### src/eih_pkg.sv
// constants and types for the external interrupt and bus hold block
package eih_pkg;
	localparam int unsigned IRQ_COUNT     = 4;
	localparam int unsigned SYNC_STAGES   = 2;
	localparam int unsigned CLK_PERIOD_NS = 5;
	// least spacing between two accepted requests on one input, in cycles
	localparam int unsigned IRQ_SPACING   = 2;
	localparam logic [3:0]  IRQ_NONE      = 4'h0;
	localparam logic        LVL_HI        = 1'h1;
	localparam logic        LVL_LO        = 1'h0;

	typedef enum logic [3:0] {
		EIH_IDLE   = 4'h1,
		EIH_PARK   = 4'h2,
		EIH_HELD   = 4'h4,
		EIH_EXIT   = 4'h8
	} eih_hold_t;
endpackage : eih_pkg

### src/eih_top.sv
// external interrupt sampling, acknowledge strobe and primary bus hold logic
`timescale 1ns/1ps
module eih_top (
	input  wire logic        mclk,
	input  wire logic        nrst,
	input  wire logic [3:0]  ext_irq_n,
	input  wire logic        fetch_boundary,
	input  wire logic        ack_decode_start,
	input  wire logic        hold_req_n,
	input  wire logic        hold_ignore_bit,
	input  wire logic        core_strobe_n,
	input  wire logic        bus_read_req,
	input  wire logic        bus_write_req,
	output logic [3:0]       irq_dispatch,
	output logic [3:0]       irq_pending,
	output logic             irq_ack_strobe_n,
	output logic             bus_release_grant_n,
	output logic             bus_strobe_n,
	output logic             bus_strobe_oe,
	output logic             bus_rw_oe,
	output logic             bus_addr_oe,
	output logic             bus_data_oe,
	output logic             core_stall,
	output logic             write_parked
);

	// ************************************************************
	// input synchronisers
	// ************************************************************
	logic [3:0] irq_meta;
	logic [3:0] irq_sync_n;
	logic       hold_meta;
	logic       hold_sync_n;
	always_ff @(posedge mclk or negedge nrst) begin
		if (!nrst) begin
			irq_meta    <= ~eih_pkg::IRQ_NONE;
			irq_sync_n  <= ~eih_pkg::IRQ_NONE;
			hold_meta   <= eih_pkg::LVL_HI;
			hold_sync_n <= eih_pkg::LVL_HI;
		end else begin
			// the first stage feeds only the second stage
			irq_meta    <= ext_irq_n;
			irq_sync_n  <= irq_meta;
			hold_meta   <= hold_req_n;
			hold_sync_n <= hold_meta;
		end
	end

	// ************************************************************
	// interrupt detection and dispatch
	// ************************************************************
	// a level held across two sample edges is counted once: after an
	// accept the next sample of that input is ignored
	logic [3:0] irq_lockout;
	logic [3:0] irq_accept;
	assign irq_accept = ~irq_sync_n & ~irq_lockout;
	always_ff @(posedge mclk or negedge nrst) begin
		if (!nrst) begin
			irq_lockout <= eih_pkg::IRQ_NONE;
		end else begin
			irq_lockout <= irq_accept;
		end
	end
	always_ff @(posedge mclk or negedge nrst) begin
		if (!nrst) begin
			irq_pending <= eih_pkg::IRQ_NONE;
		end else if (fetch_boundary) begin
			// a fresh accept in the hand-off cycle wins over the clear
			irq_pending <= irq_accept;
		end else begin
			irq_pending <= irq_pending | irq_accept;
		end
	end
	always_ff @(posedge mclk or negedge nrst) begin
		if (!nrst) begin
			irq_dispatch <= eih_pkg::IRQ_NONE;
		end else if (fetch_boundary) begin
			irq_dispatch <= irq_pending;
		end else begin
			irq_dispatch <= eih_pkg::IRQ_NONE;
		end
	end

	// ************************************************************
	// interrupt acknowledge strobe
	// ************************************************************
	// only the start of decode is seen, so a stretched decode cannot
	// widen the strobe
	always_ff @(posedge mclk or negedge nrst) begin
		if (!nrst) begin
			irq_ack_strobe_n <= eih_pkg::LVL_HI;
		end else begin
			irq_ack_strobe_n <= ~ack_decode_start;
		end
	end
	// ************************************************************
	// hold state machine
	// ************************************************************
	eih_pkg::eih_hold_t state;
	eih_pkg::eih_hold_t next_state;
	logic               hold_want;
	// the synchroniser adds the late-sample cycle allowed for hold
	assign hold_want = !hold_sync_n && !hold_ignore_bit;
	always_comb begin
		next_state = state;
		case (state)
			eih_pkg::EIH_IDLE: begin
				if (hold_want) begin
					next_state = eih_pkg::EIH_PARK;
				end
			end
			eih_pkg::EIH_PARK: begin
				next_state = hold_ignore_bit ? eih_pkg::EIH_IDLE
				                             : eih_pkg::EIH_HELD;
			end
			eih_pkg::EIH_HELD: begin
				if (hold_ignore_bit) begin
					next_state = eih_pkg::EIH_IDLE;
				end else if (hold_sync_n) begin
					next_state = eih_pkg::EIH_EXIT;
				end
			end
			eih_pkg::EIH_EXIT: begin
				next_state = eih_pkg::EIH_IDLE;
			end
			default: begin
				next_state = eih_pkg::EIH_IDLE;
			end
		endcase
	end
	always_ff @(posedge mclk or negedge nrst) begin
		if (!nrst) begin
			state <= eih_pkg::EIH_IDLE;
		end else begin
			state <= next_state;
		end
	end
	logic next_held;
	logic next_float;
	// grant is low from park through exit: one cycle after release
	assign next_held  = (next_state != eih_pkg::EIH_IDLE);
	assign next_float = (next_state == eih_pkg::EIH_HELD)
	                 || (next_state == eih_pkg::EIH_EXIT);
	always_ff @(posedge mclk or negedge nrst) begin
		if (!nrst) begin
			bus_release_grant_n <= eih_pkg::LVL_HI;
		end else begin
			bus_release_grant_n <= ~next_held;
		end
	end

	// ************************************************************
	// bus pin drive
	// ************************************************************
	always_ff @(posedge mclk or negedge nrst) begin
		if (!nrst) begin
			bus_strobe_n  <= eih_pkg::LVL_HI;
			bus_strobe_oe <= eih_pkg::LVL_HI;
			bus_rw_oe     <= eih_pkg::LVL_LO;
			bus_addr_oe   <= eih_pkg::LVL_LO;
			bus_data_oe   <= eih_pkg::LVL_LO;
		end else begin
			// strobe high while parked, then float everything
			bus_strobe_n  <= next_held | core_strobe_n;
			bus_strobe_oe <= ~next_float;
			bus_rw_oe     <= ~next_float;
			bus_addr_oe   <= ~next_float;
			bus_data_oe   <= ~next_float & bus_write_req;
		end
	end

	// ************************************************************
	// core stall and parked write
	// ************************************************************
	// a parked write is issued once hold ends; a second write, or any
	// read, must wait for the bus
	logic next_parked;
	always_comb begin
		next_parked = write_parked;
		if (!next_held) begin
			next_parked = eih_pkg::LVL_LO;
		end else if (bus_write_req && !write_parked) begin
			next_parked = eih_pkg::LVL_HI;
		end
	end
	always_ff @(posedge mclk or negedge nrst) begin
		if (!nrst) begin
			write_parked <= eih_pkg::LVL_LO;
		end else begin
			write_parked <= next_parked;
		end
	end
	always_ff @(posedge mclk or negedge nrst) begin
		if (!nrst) begin
			core_stall <= eih_pkg::LVL_LO;
		end else begin
			core_stall <= next_held
			           && (bus_read_req
			               || (bus_write_req && write_parked));
		end
	end
	// ************************************************************
	// assertions
	// ************************************************************
	property p_sync_delay;
		@(posedge mclk) disable iff (!nrst)
		##2 irq_sync_n == $past(ext_irq_n, 2);
	endproperty
	a_sync_delay: assert property (p_sync_delay)
		else $error("irq synchroniser is not two stages");
	property p_accept_spacing;
		@(posedge mclk) disable iff (!nrst)
		(irq_accept[0]) |=> !irq_accept[0];
	endproperty
	a_accept_spacing: assert property (p_accept_spacing)
		else $error("irq accepted on consecutive cycles");
	property p_not_lost;
		@(posedge mclk) disable iff (!nrst)
		(irq_accept[1]) |=> (irq_pending[1] || irq_dispatch[1]);
	endproperty
	a_not_lost: assert property (p_not_lost)
		else $error("accepted irq was dropped");
	property p_dispatch_boundary;
		@(posedge mclk) disable iff (!nrst)
		(irq_dispatch != eih_pkg::IRQ_NONE) |-> $past(fetch_boundary);
	endproperty
	a_dispatch_boundary: assert property (p_dispatch_boundary)
		else $error("irq dispatched off a fetch boundary");
	property p_ack_one_cycle;
		@(posedge mclk) disable iff (!nrst)
		$fell(irq_ack_strobe_n) && !ack_decode_start |=> irq_ack_strobe_n;
	endproperty
	a_ack_one_cycle: assert property (p_ack_one_cycle)
		else $error("ack strobe wider than one cycle");
	property p_ack_start;
		@(posedge mclk) disable iff (!nrst)
		ack_decode_start |=> !irq_ack_strobe_n;
	endproperty
	a_ack_start: assert property (p_ack_start)
		else $error("ack strobe missed decode start");
	property p_grant_follow;
		@(posedge mclk) disable iff (!nrst)
		(!hold_req_n && !hold_ignore_bit)[*5] |-> !bus_release_grant_n;
	endproperty
	a_grant_follow: assert property (p_grant_follow)
		else $error("grant late for held request");
	property p_float_grant;
		@(posedge mclk) disable iff (!nrst)
		!bus_strobe_oe |-> (!bus_release_grant_n && bus_strobe_n
		                    && !bus_rw_oe && !bus_addr_oe);
	endproperty
	a_float_grant: assert property (p_float_grant)
		else $error("bus floated outside a grant");
	property p_park_first;
		@(posedge mclk) disable iff (!nrst)
		$fell(bus_release_grant_n) |-> bus_strobe_oe && bus_strobe_n;
	endproperty
	a_park_first: assert property (p_park_first)
		else $error("strobe not driven high before float");
	property p_ignore;
		@(posedge mclk) disable iff (!nrst)
		hold_ignore_bit [*2] |-> bus_release_grant_n;
	endproperty
	a_ignore: assert property (p_ignore)
		else $error("hold granted while ignore bit set");
	property p_stall_cause;
		@(posedge mclk) disable iff (!nrst)
		core_stall |-> !bus_release_grant_n
		            && $past(bus_read_req || bus_write_req);
	endproperty
	a_stall_cause: assert property (p_stall_cause)
		else $error("stall without hold and bus access");
	c_irq_dispatch: cover property (@(posedge mclk) disable iff (!nrst)
		irq_dispatch != eih_pkg::IRQ_NONE);
	c_hold_cycle: cover property (@(posedge mclk) disable iff (!nrst)
		$rose(bus_release_grant_n));
	c_parked: cover property (@(posedge mclk) disable iff (!nrst)
		write_parked && !core_stall);
	c_ack: cover property (@(posedge mclk) disable iff (!nrst)
		$fell(irq_ack_strobe_n));
endmodule : eih_top

### config.mk
export PLATFORM = sky130hd
export DESIGN_NAME = eih_top
export DESIGN_NICKNAME = d
export VERILOG_FILES = /design/src/eih_pkg.sv /design/src/eih_top.sv
export SDC_FILE = /design/constraint.sdc
export NUM_CORES = 1
export LEC_CHECK = 0
export BUFFER_PORTS_ARGS = -buffer_cell sky130_fd_sc_hd__buf_4
export CAP_MARGIN = 20
export CORE_MARGIN = 5
export CORE_UTILIZATION = 30
export CTS_CLUSTER_SIZE = 30
export DETAILED_ROUTE_END_ITERATION = 10
export PLACE_DENSITY = 0.61
export SETUP_SLACK_MARGIN = 0.05
export SLEW_MARGIN = 25
export SYNTH_ARGS = -nofsm -noshare
export SYNTH_HDL_FRONTEND = slang
export SYNTH_SLANG_ARGS = --single-unit
### constraint.sdc
create_clock -name mclk -period 1.38 [get_ports mclk]
set_input_delay 0.138 -clock mclk [delete_from_list [all_inputs] [get_ports mclk]]
set_output_delay 0.138 -clock mclk [all_outputs]
set_load 0.01 [all_outputs]
Yosys cells after proc, flatten, opt, wreduce, memory -nomap -nowiden
Index checks and enable logic that the tools add are counted.

Input port bits: 13. Logic and storage cells: 50. Bits in registers: 34. Output and inout port bits: 17.

Bitwise logic cells: 9. Mux-type cells: 9. Equal/unequal tests: 7. Reductions and logical operators: 9.

Operators by type and width (number): 4-bit two-way mux (5); 4-bit one-hot mux with 3 select lines (1); 4-bit by 3-bit == test with 1-bit output, second input constant (2); 4-bit inverter (2); 4-bit AND (1); 4-bit by 1-bit == test with 1-bit output, second input constant (1); 4-bit by 2-bit == test with 1-bit output, second input constant (1); 4-bit == test, second input constant (1); 1-bit logical AND (4); 4-bit by 1-bit inequality test with 1-bit output, second input constant (1); 4-bit bitwise OR (1); 1-bit zero test (3); 3-bit two-way mux (1); 1-bit inverter (3); 1-bit logical OR (2); 1-bit two-way mux (2); 2-bit by 1-bit inequality test with 1-bit output, second input constant (1); 1-bit AND (1); 1-bit bitwise OR (1).

Depth between registers and ports, before layout
Gate-level depths: netlist (run 1).

Depth in word-level cells: 8. Mapped depth: 3. Depth with buffers taken out: 3.

Worst setup path after synthesis (run 1)
OpenSTA, ideal clock, no wires.

Path kind: reg-to-reg. From: register state[0]. To: register core_stall. Period minus slack after synthesis: 1.112 ns. Setup time: 0.131 ns. Path slack: 0.268 ns. Cell stages (with the launch flop): 4. Buffers on the path: 0. Required time: 1.249 ns. Data arrival time: 0.981 ns. Cell sequence: dfstp_2 -> nor3b_2 -> o31ai_2 -> nor2_1.

Word-level cells in the longest chain between the ends: 5. Elaborated cells between the ends (all ways): 9. Those cells by class: 4 x eq/ne; 4 x mux; 1 x reduce/logical.

Ends and longest elaborated chain: start: declaration (line eih_top.sv:99) `eih_pkg::eih_hold_t state;`; start signal: assignment (line eih_top.sv:133) `state <= eih_pkg::EIH_IDLE;`; start signal: assignment (line eih_top.sv:135) `state <= next_state;`; 4-bit two-way mux (line eih_top.sv:119) `end else if (hold_sync_n) begin`; 4-bit two-way mux (line eih_top.sv:117) `if (hold_ignore_bit) begin`; 4-bit one-hot mux with 3 select lines (*) (line eih_top.sv:106) `case (state)`; net next_state[0] (line eih_top.sv:100) `eih_pkg::eih_hold_t next_state;`; 4-bit by 1-bit inequality test with 1-bit output (*) (line eih_top.sv:141) `assign next_held = (next_state != eih_pkg::EIH_IDLE);`; 1-bit logical AND (*) (line eih_top.sv:198) `&& (bus_read_req`; end signal: assignment (line eih_top.sv:195) `core_stall <= eih_pkg::LVL_LO;`; end signal: assignment (line eih_top.sv:197) `core_stall <= next_held`; end: declaration (line eih_top.sv:23) `output logic core_stall,`.

The timed path passes the listed nets; every way through them passes the cells marked *. A chain may end at the register's enable or synchronous reset.

Worst setup path after layout (run 1)
Ends and elaborated chain as after synthesis.

==> results of run 1 <==
cells by family (layout without fill, tap and decap cells):
family / Yosys count / count (layout) / share of synthesized area (%)
buffers and inverters: 6 / 49 / 2.38
AO/OA/AOI/OAI: 9 / 9 / 5.44
flip-flops: 34 / 34 / 78.8
AND/OR/NAND/NOR: 24 / 24 / 13.4
Yosys cell counts (all sizes together):
library cell / instances / area (um2)
dfrtp: 19 / 475
dfstp: 15 / 394
nor2: 9 / 33.8
and2: 5 / 31.3
inv: 5 / 18.8
o22ai: 4 / 25.0
a21oi: 2 / 10.0
nor2b: 2 / 12.5
nor3b: 2 / 20.0
o31ai: 2 / 20.0
and2b: 1 / 7.51
and3: 1 / 6.26
and4b: 1 / 10.0
buf: 1 / 7.51
nand2b: 1 / 6.26
nor3: 1 / 5.00
nor4b: 1 / 15.0
o21ai: 1 / 5.00
metal layers:
layer / up-vias / share of wire (%)
met5: - / 0
met4: 0 / 2.6
met3: 4 / 9.2
met2: 26 / 47
met1: 312 / 41
li1: 323 / -
per-stage QoR:
step,std cells,hold WS (ns)
finish,164,0.0640
global placement,149,0.0919
global route,164,0.0560
detailed placement,149,0.0979
CTS,164,0.0590
floorplan,73,-0.158
state kept, by name (all words and copies together), names as in the netlist, 4 cells and up:
signal / flops
irq_pending: 4
irq_dispatch: 4
irq_sync_n: 4
irq_lockout: 4
state: 4
irq_meta: 4
worst reg2reg max path: stages, from the launching register on:
cell and delay (ns):
dfstp_2 0.58, nor3b_2 0.07, o31ai_2 0.36, nor2_1 0.09
worst paths after layout:
| check | startpoint | endpoint | slack, ns | cells after the start |
|---|---|---|---|---|
| max | state[0] | core_stall | 0.16 | 3 |
| min | core_strobe_n | bus_strobe_n | 0.06 | 2 |
| max reg2reg | state[0] | core_stall | 0.16 | 3 |
| min reg2reg | irq_meta[2] | irq_sync_n[2] | 0.35 | 0 |
| max in group asynchronous | nrst | irq_meta[0] | 0.72 | 2 |
| min in group asynchronous | nrst | irq_dispatch[2] | 0.33 | 2 |
power groups by stage:
stage | logic (W) | clock network [W] | registers [W]
5_1_grt | 0.000205 | 0.000808 | 0.00112
4_1_cts | 0.000189 | 0.000757 | 0.00111
3_5_place_dp | 0.000172 | 0 | 0.00112
3_3_place_gp | 0.000167 | 0 | 0.00112
2_1_floorplan | 0.0000459 | 0 | 0.00113
6_report | 0.000183 | 0.000722 | 0.00111
final cells by class:
| class | instances | area [um2] | area share [%] |
|---|---|---|---|
| repair buffers | 36 | 288 | 18.7 |
| inverters | 5 | 18.8 | 1.22 |
| multi-input cells | 33 | 208 | 13.5 |
| clock inverters | 1 | 5.00 | 0.326 |
| well taps | 48 | 60.1 | 3.91 |
| clock buffers | 7 | 86.3 | 5.62 |
| flip-flops and latches | 34 | 870 | 56.6 |
timing repair:
item | in CTS | in global routing
hold endpoints to repair | 25 | 0
hold buffers | 7 | 0
endpoints found under the setup margin | 0 | 0
gates resized for setup | 0 | 0
==> impl_metrics.csv, run 1 <==
group,metric,value,unit
placed_design,place.gp.congestion,0.673,
placed_design,place_area,1370,um2
global_route,use_met3,4.26,%
run,max-cap-violations,0,
floorplan,dieHeight,70.7,um
global_route,track_usage,8.70,%
power,power.share.sequential,55.0,%
global_route,grt_overflow,0,
final_layout,postLayoutCellArea,1540,um2
setup_path,endpoint_kind,"flop",
power,p_leak,0.715,nW
power,combPwrFrac,9.1,%
clock_network,cts_setup_buffers,0,
setup_path,crit_path_cell_trace,"nor3b_2 > o31ai_2 > nor2_1",
timing,worstMarginPinSlew,0.406,ns
clock_network,cts_made_buffers,5,
drt,drtIter0Drc,26,
power,ir_drop,0.595,mV
setup_path,cp_num_buf_inv,0,
drt,drc,0,
global_route,grt_busiest_layer,"met2",
clock_network,cts_sinks,34,
yosys,syn_avg_cell_area,15.1,um2
final_layout,diodes,0,
floorplan,num_rows,22,
setup_path,slowest_stage,"dfstp_2",
power,power.density,1310,nW/um2
setup_path,path_delay_family,"flip-flops",
power,clkPwrFrac,35.9,%
drt,num_vias,665,
timing,maxSlewViolCount,0,
global_route,antenna_found_initial,0,
placed_design,portBuffers,29,
yosys,synth_area,1100,um2
timing,period_share,88.4,%
min_path,hold_path_class,"input pin to flop",
timing,finalHoldViolations,0,
clock_network,clkLatencyLatePin,0.28,ns
global_route,grt_pass1_vias,711,
final_layout,final_common_cell,"buf_4",
final_layout,syn2layout_area_growth,39.1,%
clock_network,root_buffer,"clkbuf_8",
drt,ant_nets,0,
drt,wl_per_cell,11.4,um
timing,fin_skew,0.00309,ns
power,power,0.00201,W
global_route,grt_use_met1,9.34,%
clock_network,htree_levels,2,
global_route,grt_first_pass_wirelength,3.27,mm
clock_network,clockBufferDepth,2,
floorplan,die_x,70.7,um
drt,wirelength,1.87,mm
setup_path,worstSetupPathType,"flop to flop",
global_route,grtUsageMet2,13.6,%
final_layout,num-fill-cells,336,
final_layout,layout-drive-gt1-share,46.6,%
floorplan,die_area,4990,um2
drt,viasPerCell,4.05,
drt,first_pass_iters,4,
clock_network,cts_tree,"built",
setup_path,start_kind,"flop",
setup_path,cpPeakStageDelay,0.58,ns
floorplan,start_util,30.6,%
timing,clock.fmax,820,MHz
power,netSwitchingFraction,21.6,%
floorplan,core_area,3610,um2
final_layout,final_core_util,42.6,%
setup_path,cp.required,1.54,ns
power,switchingPower,0.000435,W
final_layout,final_cell_mix,"29 x buf_4, 19 x dfrtp_1, 15 x dfstp_2",
outcome,status,"finished clean",
yosys,synth_cells,73,
setup_path,worstPathMaxFanout,5,
placed_design,place_ws,0.158,ns
yosys,syn_nets,86,
timing,setup_slack,0.160,ns
timing,fin_crit,1.22,ns
yosys,yosysSeqAreaShare,78.8,%
global_route,grt_max_degree,35,
final_layout,final_net_count,128,
clock_network,path_clk_slew,0.06,ns
timing,setup_viol,0,
timing,slew-limit-headroom,72.9,%
timing,rsz0062_at_grt,"no",
yosys,ys_ff_latch,34,
setup_path,cp.arrival,1.38,ns
yosys,yosysWarnings,0,
floorplan,io_pins,30,
timing,final.setup.tns,0,ns
yosys,synth_cell_types,20,
power,internal_power,0.00158,W
(Power assumes the default switching activity.)
==> run 2, diff against run 1 <==
clock period = 1.3 ns   (was 1.38 ns; I/O delays follow)
==> run 2 against run 1 <==
Sequential power is 6% higher; non-clock buffer count is the same; clock power increased by 6.2%; hold slack got worse by 0.0084 ns; utilization is 0.62 points higher; sequential cell count stayed put; clock skew about the same; combinational power grew 9.8%; worst setup slack got worse by 0.054 ns; largest cell class unchanged.
==> impl_metrics.csv, run 2 (same netlist as run 1, synthesis figures left out) <==
group,metric,value,unit
outcome,status,"finished clean",
power,p_leak,0.726,nW
floorplan,num_rows,22,
drt,wl_per_cell,11.6,um
global_route,grt_max_degree,35,
min_path,holdPathEnd,"bus_strobe_n",
setup_path,worstSetupPathType,"flop to flop",
clock_network,clkLatencyLatePin,0.28,ns
power,power,0.00214,W
final_layout,final_core_util,43.2,%
setup_path,crit_path_cell_trace,"nor3b_2 > o31ai_4 > nor2_1",
drt,ant_nets,0,
setup_path,ff2ff_path_depth,3,
power,clkPwrFrac,35.8,%
timing,clock.fmax,837,MHz
setup_path,cpPeakStageDelay,0.47,ns
timing,final.setup.tns,0,ns
placed_design,place_ws,0.0777,ns
setup_path,worstPathMaxFanout,7,
final_layout,final_net_count,128,
timing,setup_slack,0.106,ns
clock_network,cts_tree,"built",
final_layout,num-fill-cells,337,
final_layout,final_common_cell,"buf_4",
final_layout,multi_input_area,230,um2
clock_network,htree_levels,2,
floorplan,start_util,30.6,%
global_route,antenna_found_initial,0,
timing,finalHoldViolations,0,
timing,fin_crit,1.19,ns
clock_network,clockBufferDepth,2,
final_layout,regArea,870,um2
clock_network,root_buffer,"clkbuf_8",
global_route,grt_overflow,0,
final_layout,final_cell_mix,"29 x buf_4, 19 x dfrtp_1, 15 x dfstp_2",
floorplan,die_area,4990,um2
final_layout,layout-drive-gt1-share,47.4,%
floorplan,core_area,3610,um2
timing,slew-limit-headroom,72.9,%
placed_design,portBuffers,29,
floorplan,io_pins,30,
clock_network,cts_made_buffers,5,
power,ir_drop,0.632,mV
timing,fin_skew,0.00309,ns
power,power.density,1380,nW/um2
run,max-cap-violations,0,
setup_path,cp.required,1.46,ns
timing,rsz0062_at_grt,"yes",
drt,drtIter0Drc,38,
drt,first_pass_iters,4,
final_layout,syn2layout_area_growth,41.2,%
min_path,holdPathStages,2,
min_path,hold_path_class,"input pin to flop",
setup_path,start_kind,"flop",
drt,viasPerCell,4.07,
setup_path,r2r-start,"state[2]",
power,power.share.sequential,54.9,%
setup_path,cp.arrival,1.35,ns
setup_path,endpoint_kind,"flop",
floorplan,dieHeight,70.7,um
global_route,grt_first_pass_wirelength,3.27,mm
setup_path,r2r-end,"core_stall",
global_route,track_usage,8.70,%
global_route,grt_pass1_vias,711,
power,combPwrFrac,9.4,%
placed_design,place.gp.congestion,0.673,
timing,period_share,91.9,%
setup_path,slowest_stage,"dfrtp_1",
clock_network,cts_sinks,34,
clock_network,path_clk_slew,0.06,ns
timing,maxSlewViolCount,0,
setup_path,rrSetupSlack,0.11,ns
power,netSwitchingFraction,21.7,%
final_layout,diodes,0,
drt,wirelength,1.90,mm
timing,setup_viol,0,
drt,num_vias,667,
drt,drc,0,
min_path,hp-start,"core_strobe_n",
clock_network,cts_setup_buffers,0,
timing,worstMarginPinSlew,0.406,ns
power,switchingPower,0.000466,W
floorplan,die_x,70.7,um
power,internal_power,0.00168,W
run 2: cell count changes in the layout (fill, tap and decap cells not counted):
cell and change:
o31ai_4 +1, nor3b_1 -1, nor3b_2 +1, nor4b_4 +1
o31ai_2 -1, nor4b_2 -1
run 2: final cells by class:
cell class                 instances  share of cell area [%]
multi-input combinational         33                    14.8
clock buffer                       7                    5.54
timing repair buffer              36                    18.5
inverter                           5                    1.20
clock inverter                     1                   0.321
tap                               48                    3.86
sequential                        34                    55.8
run 2: worst max-delay path, delay by kind of cell, from the launching register on:
family,cells,cell delay [ns]
compound gates,1,0.31
flops,1,0.47
simple gates,2,0.30
run 2: through the flow:
stage	area, um2	instances	hold slack (ns)
2_1_floorplan	1100	73	-0.166
3_3_place_gp	1370	149	0.0839
3_5_place_dp	1370	149	0.0899
4_1_cts	1540	164	0.0510
5_1_grt	1560	164	0.0480
6_report	1560	164	0.0555
run 2: how the worst max path moves through the flow:
stage	slack, ns	startpoint	depth (start not counted)	endpoint
floorplan	0.19	state[0]	3	core_stall
global placement	0.14	state[0]	3	write_parked
detailed placement	0.08	state[0]	3	core_stall
CTS	0.06	state[0]	3	core_stall
global route	0.03	state[0]	3	write_parked
finish	0.11	state[2]	3	core_stall
run 2: metal layers:
metal  vias to the layer above  track usage (%)  routed length, um
met4                         0             5.64                 49
met3                         4             4.26                170
met5                         -                0                  0
li1                        321                -                  -
met1                       316             9.34                760
met2                        26             13.6                920
run 2: power groups by stage:
stage | clock, W | sequential, W | combinational, W
after floorplan | 0 | 0.00120 | 0.0000488
after global placement | 0 | 0.00119 | 0.000178
after detailed placement | 0 | 0.00119 | 0.000183
final | 0.000767 | 0.00118 | 0.000201
after CTS | 0.000804 | 0.00118 | 0.000200
after global routing | 0.000857 | 0.00119 | 0.000225
run 2: repair_timing:
| action | in CTS | in global routing |
|---|---|---|
| hold endpoints to repair | 25 | 0 |
| setup endpoints to repair | 0 | 4 |
| hold buffers | 7 | 0 |
| resized for setup | 0 | 3 |
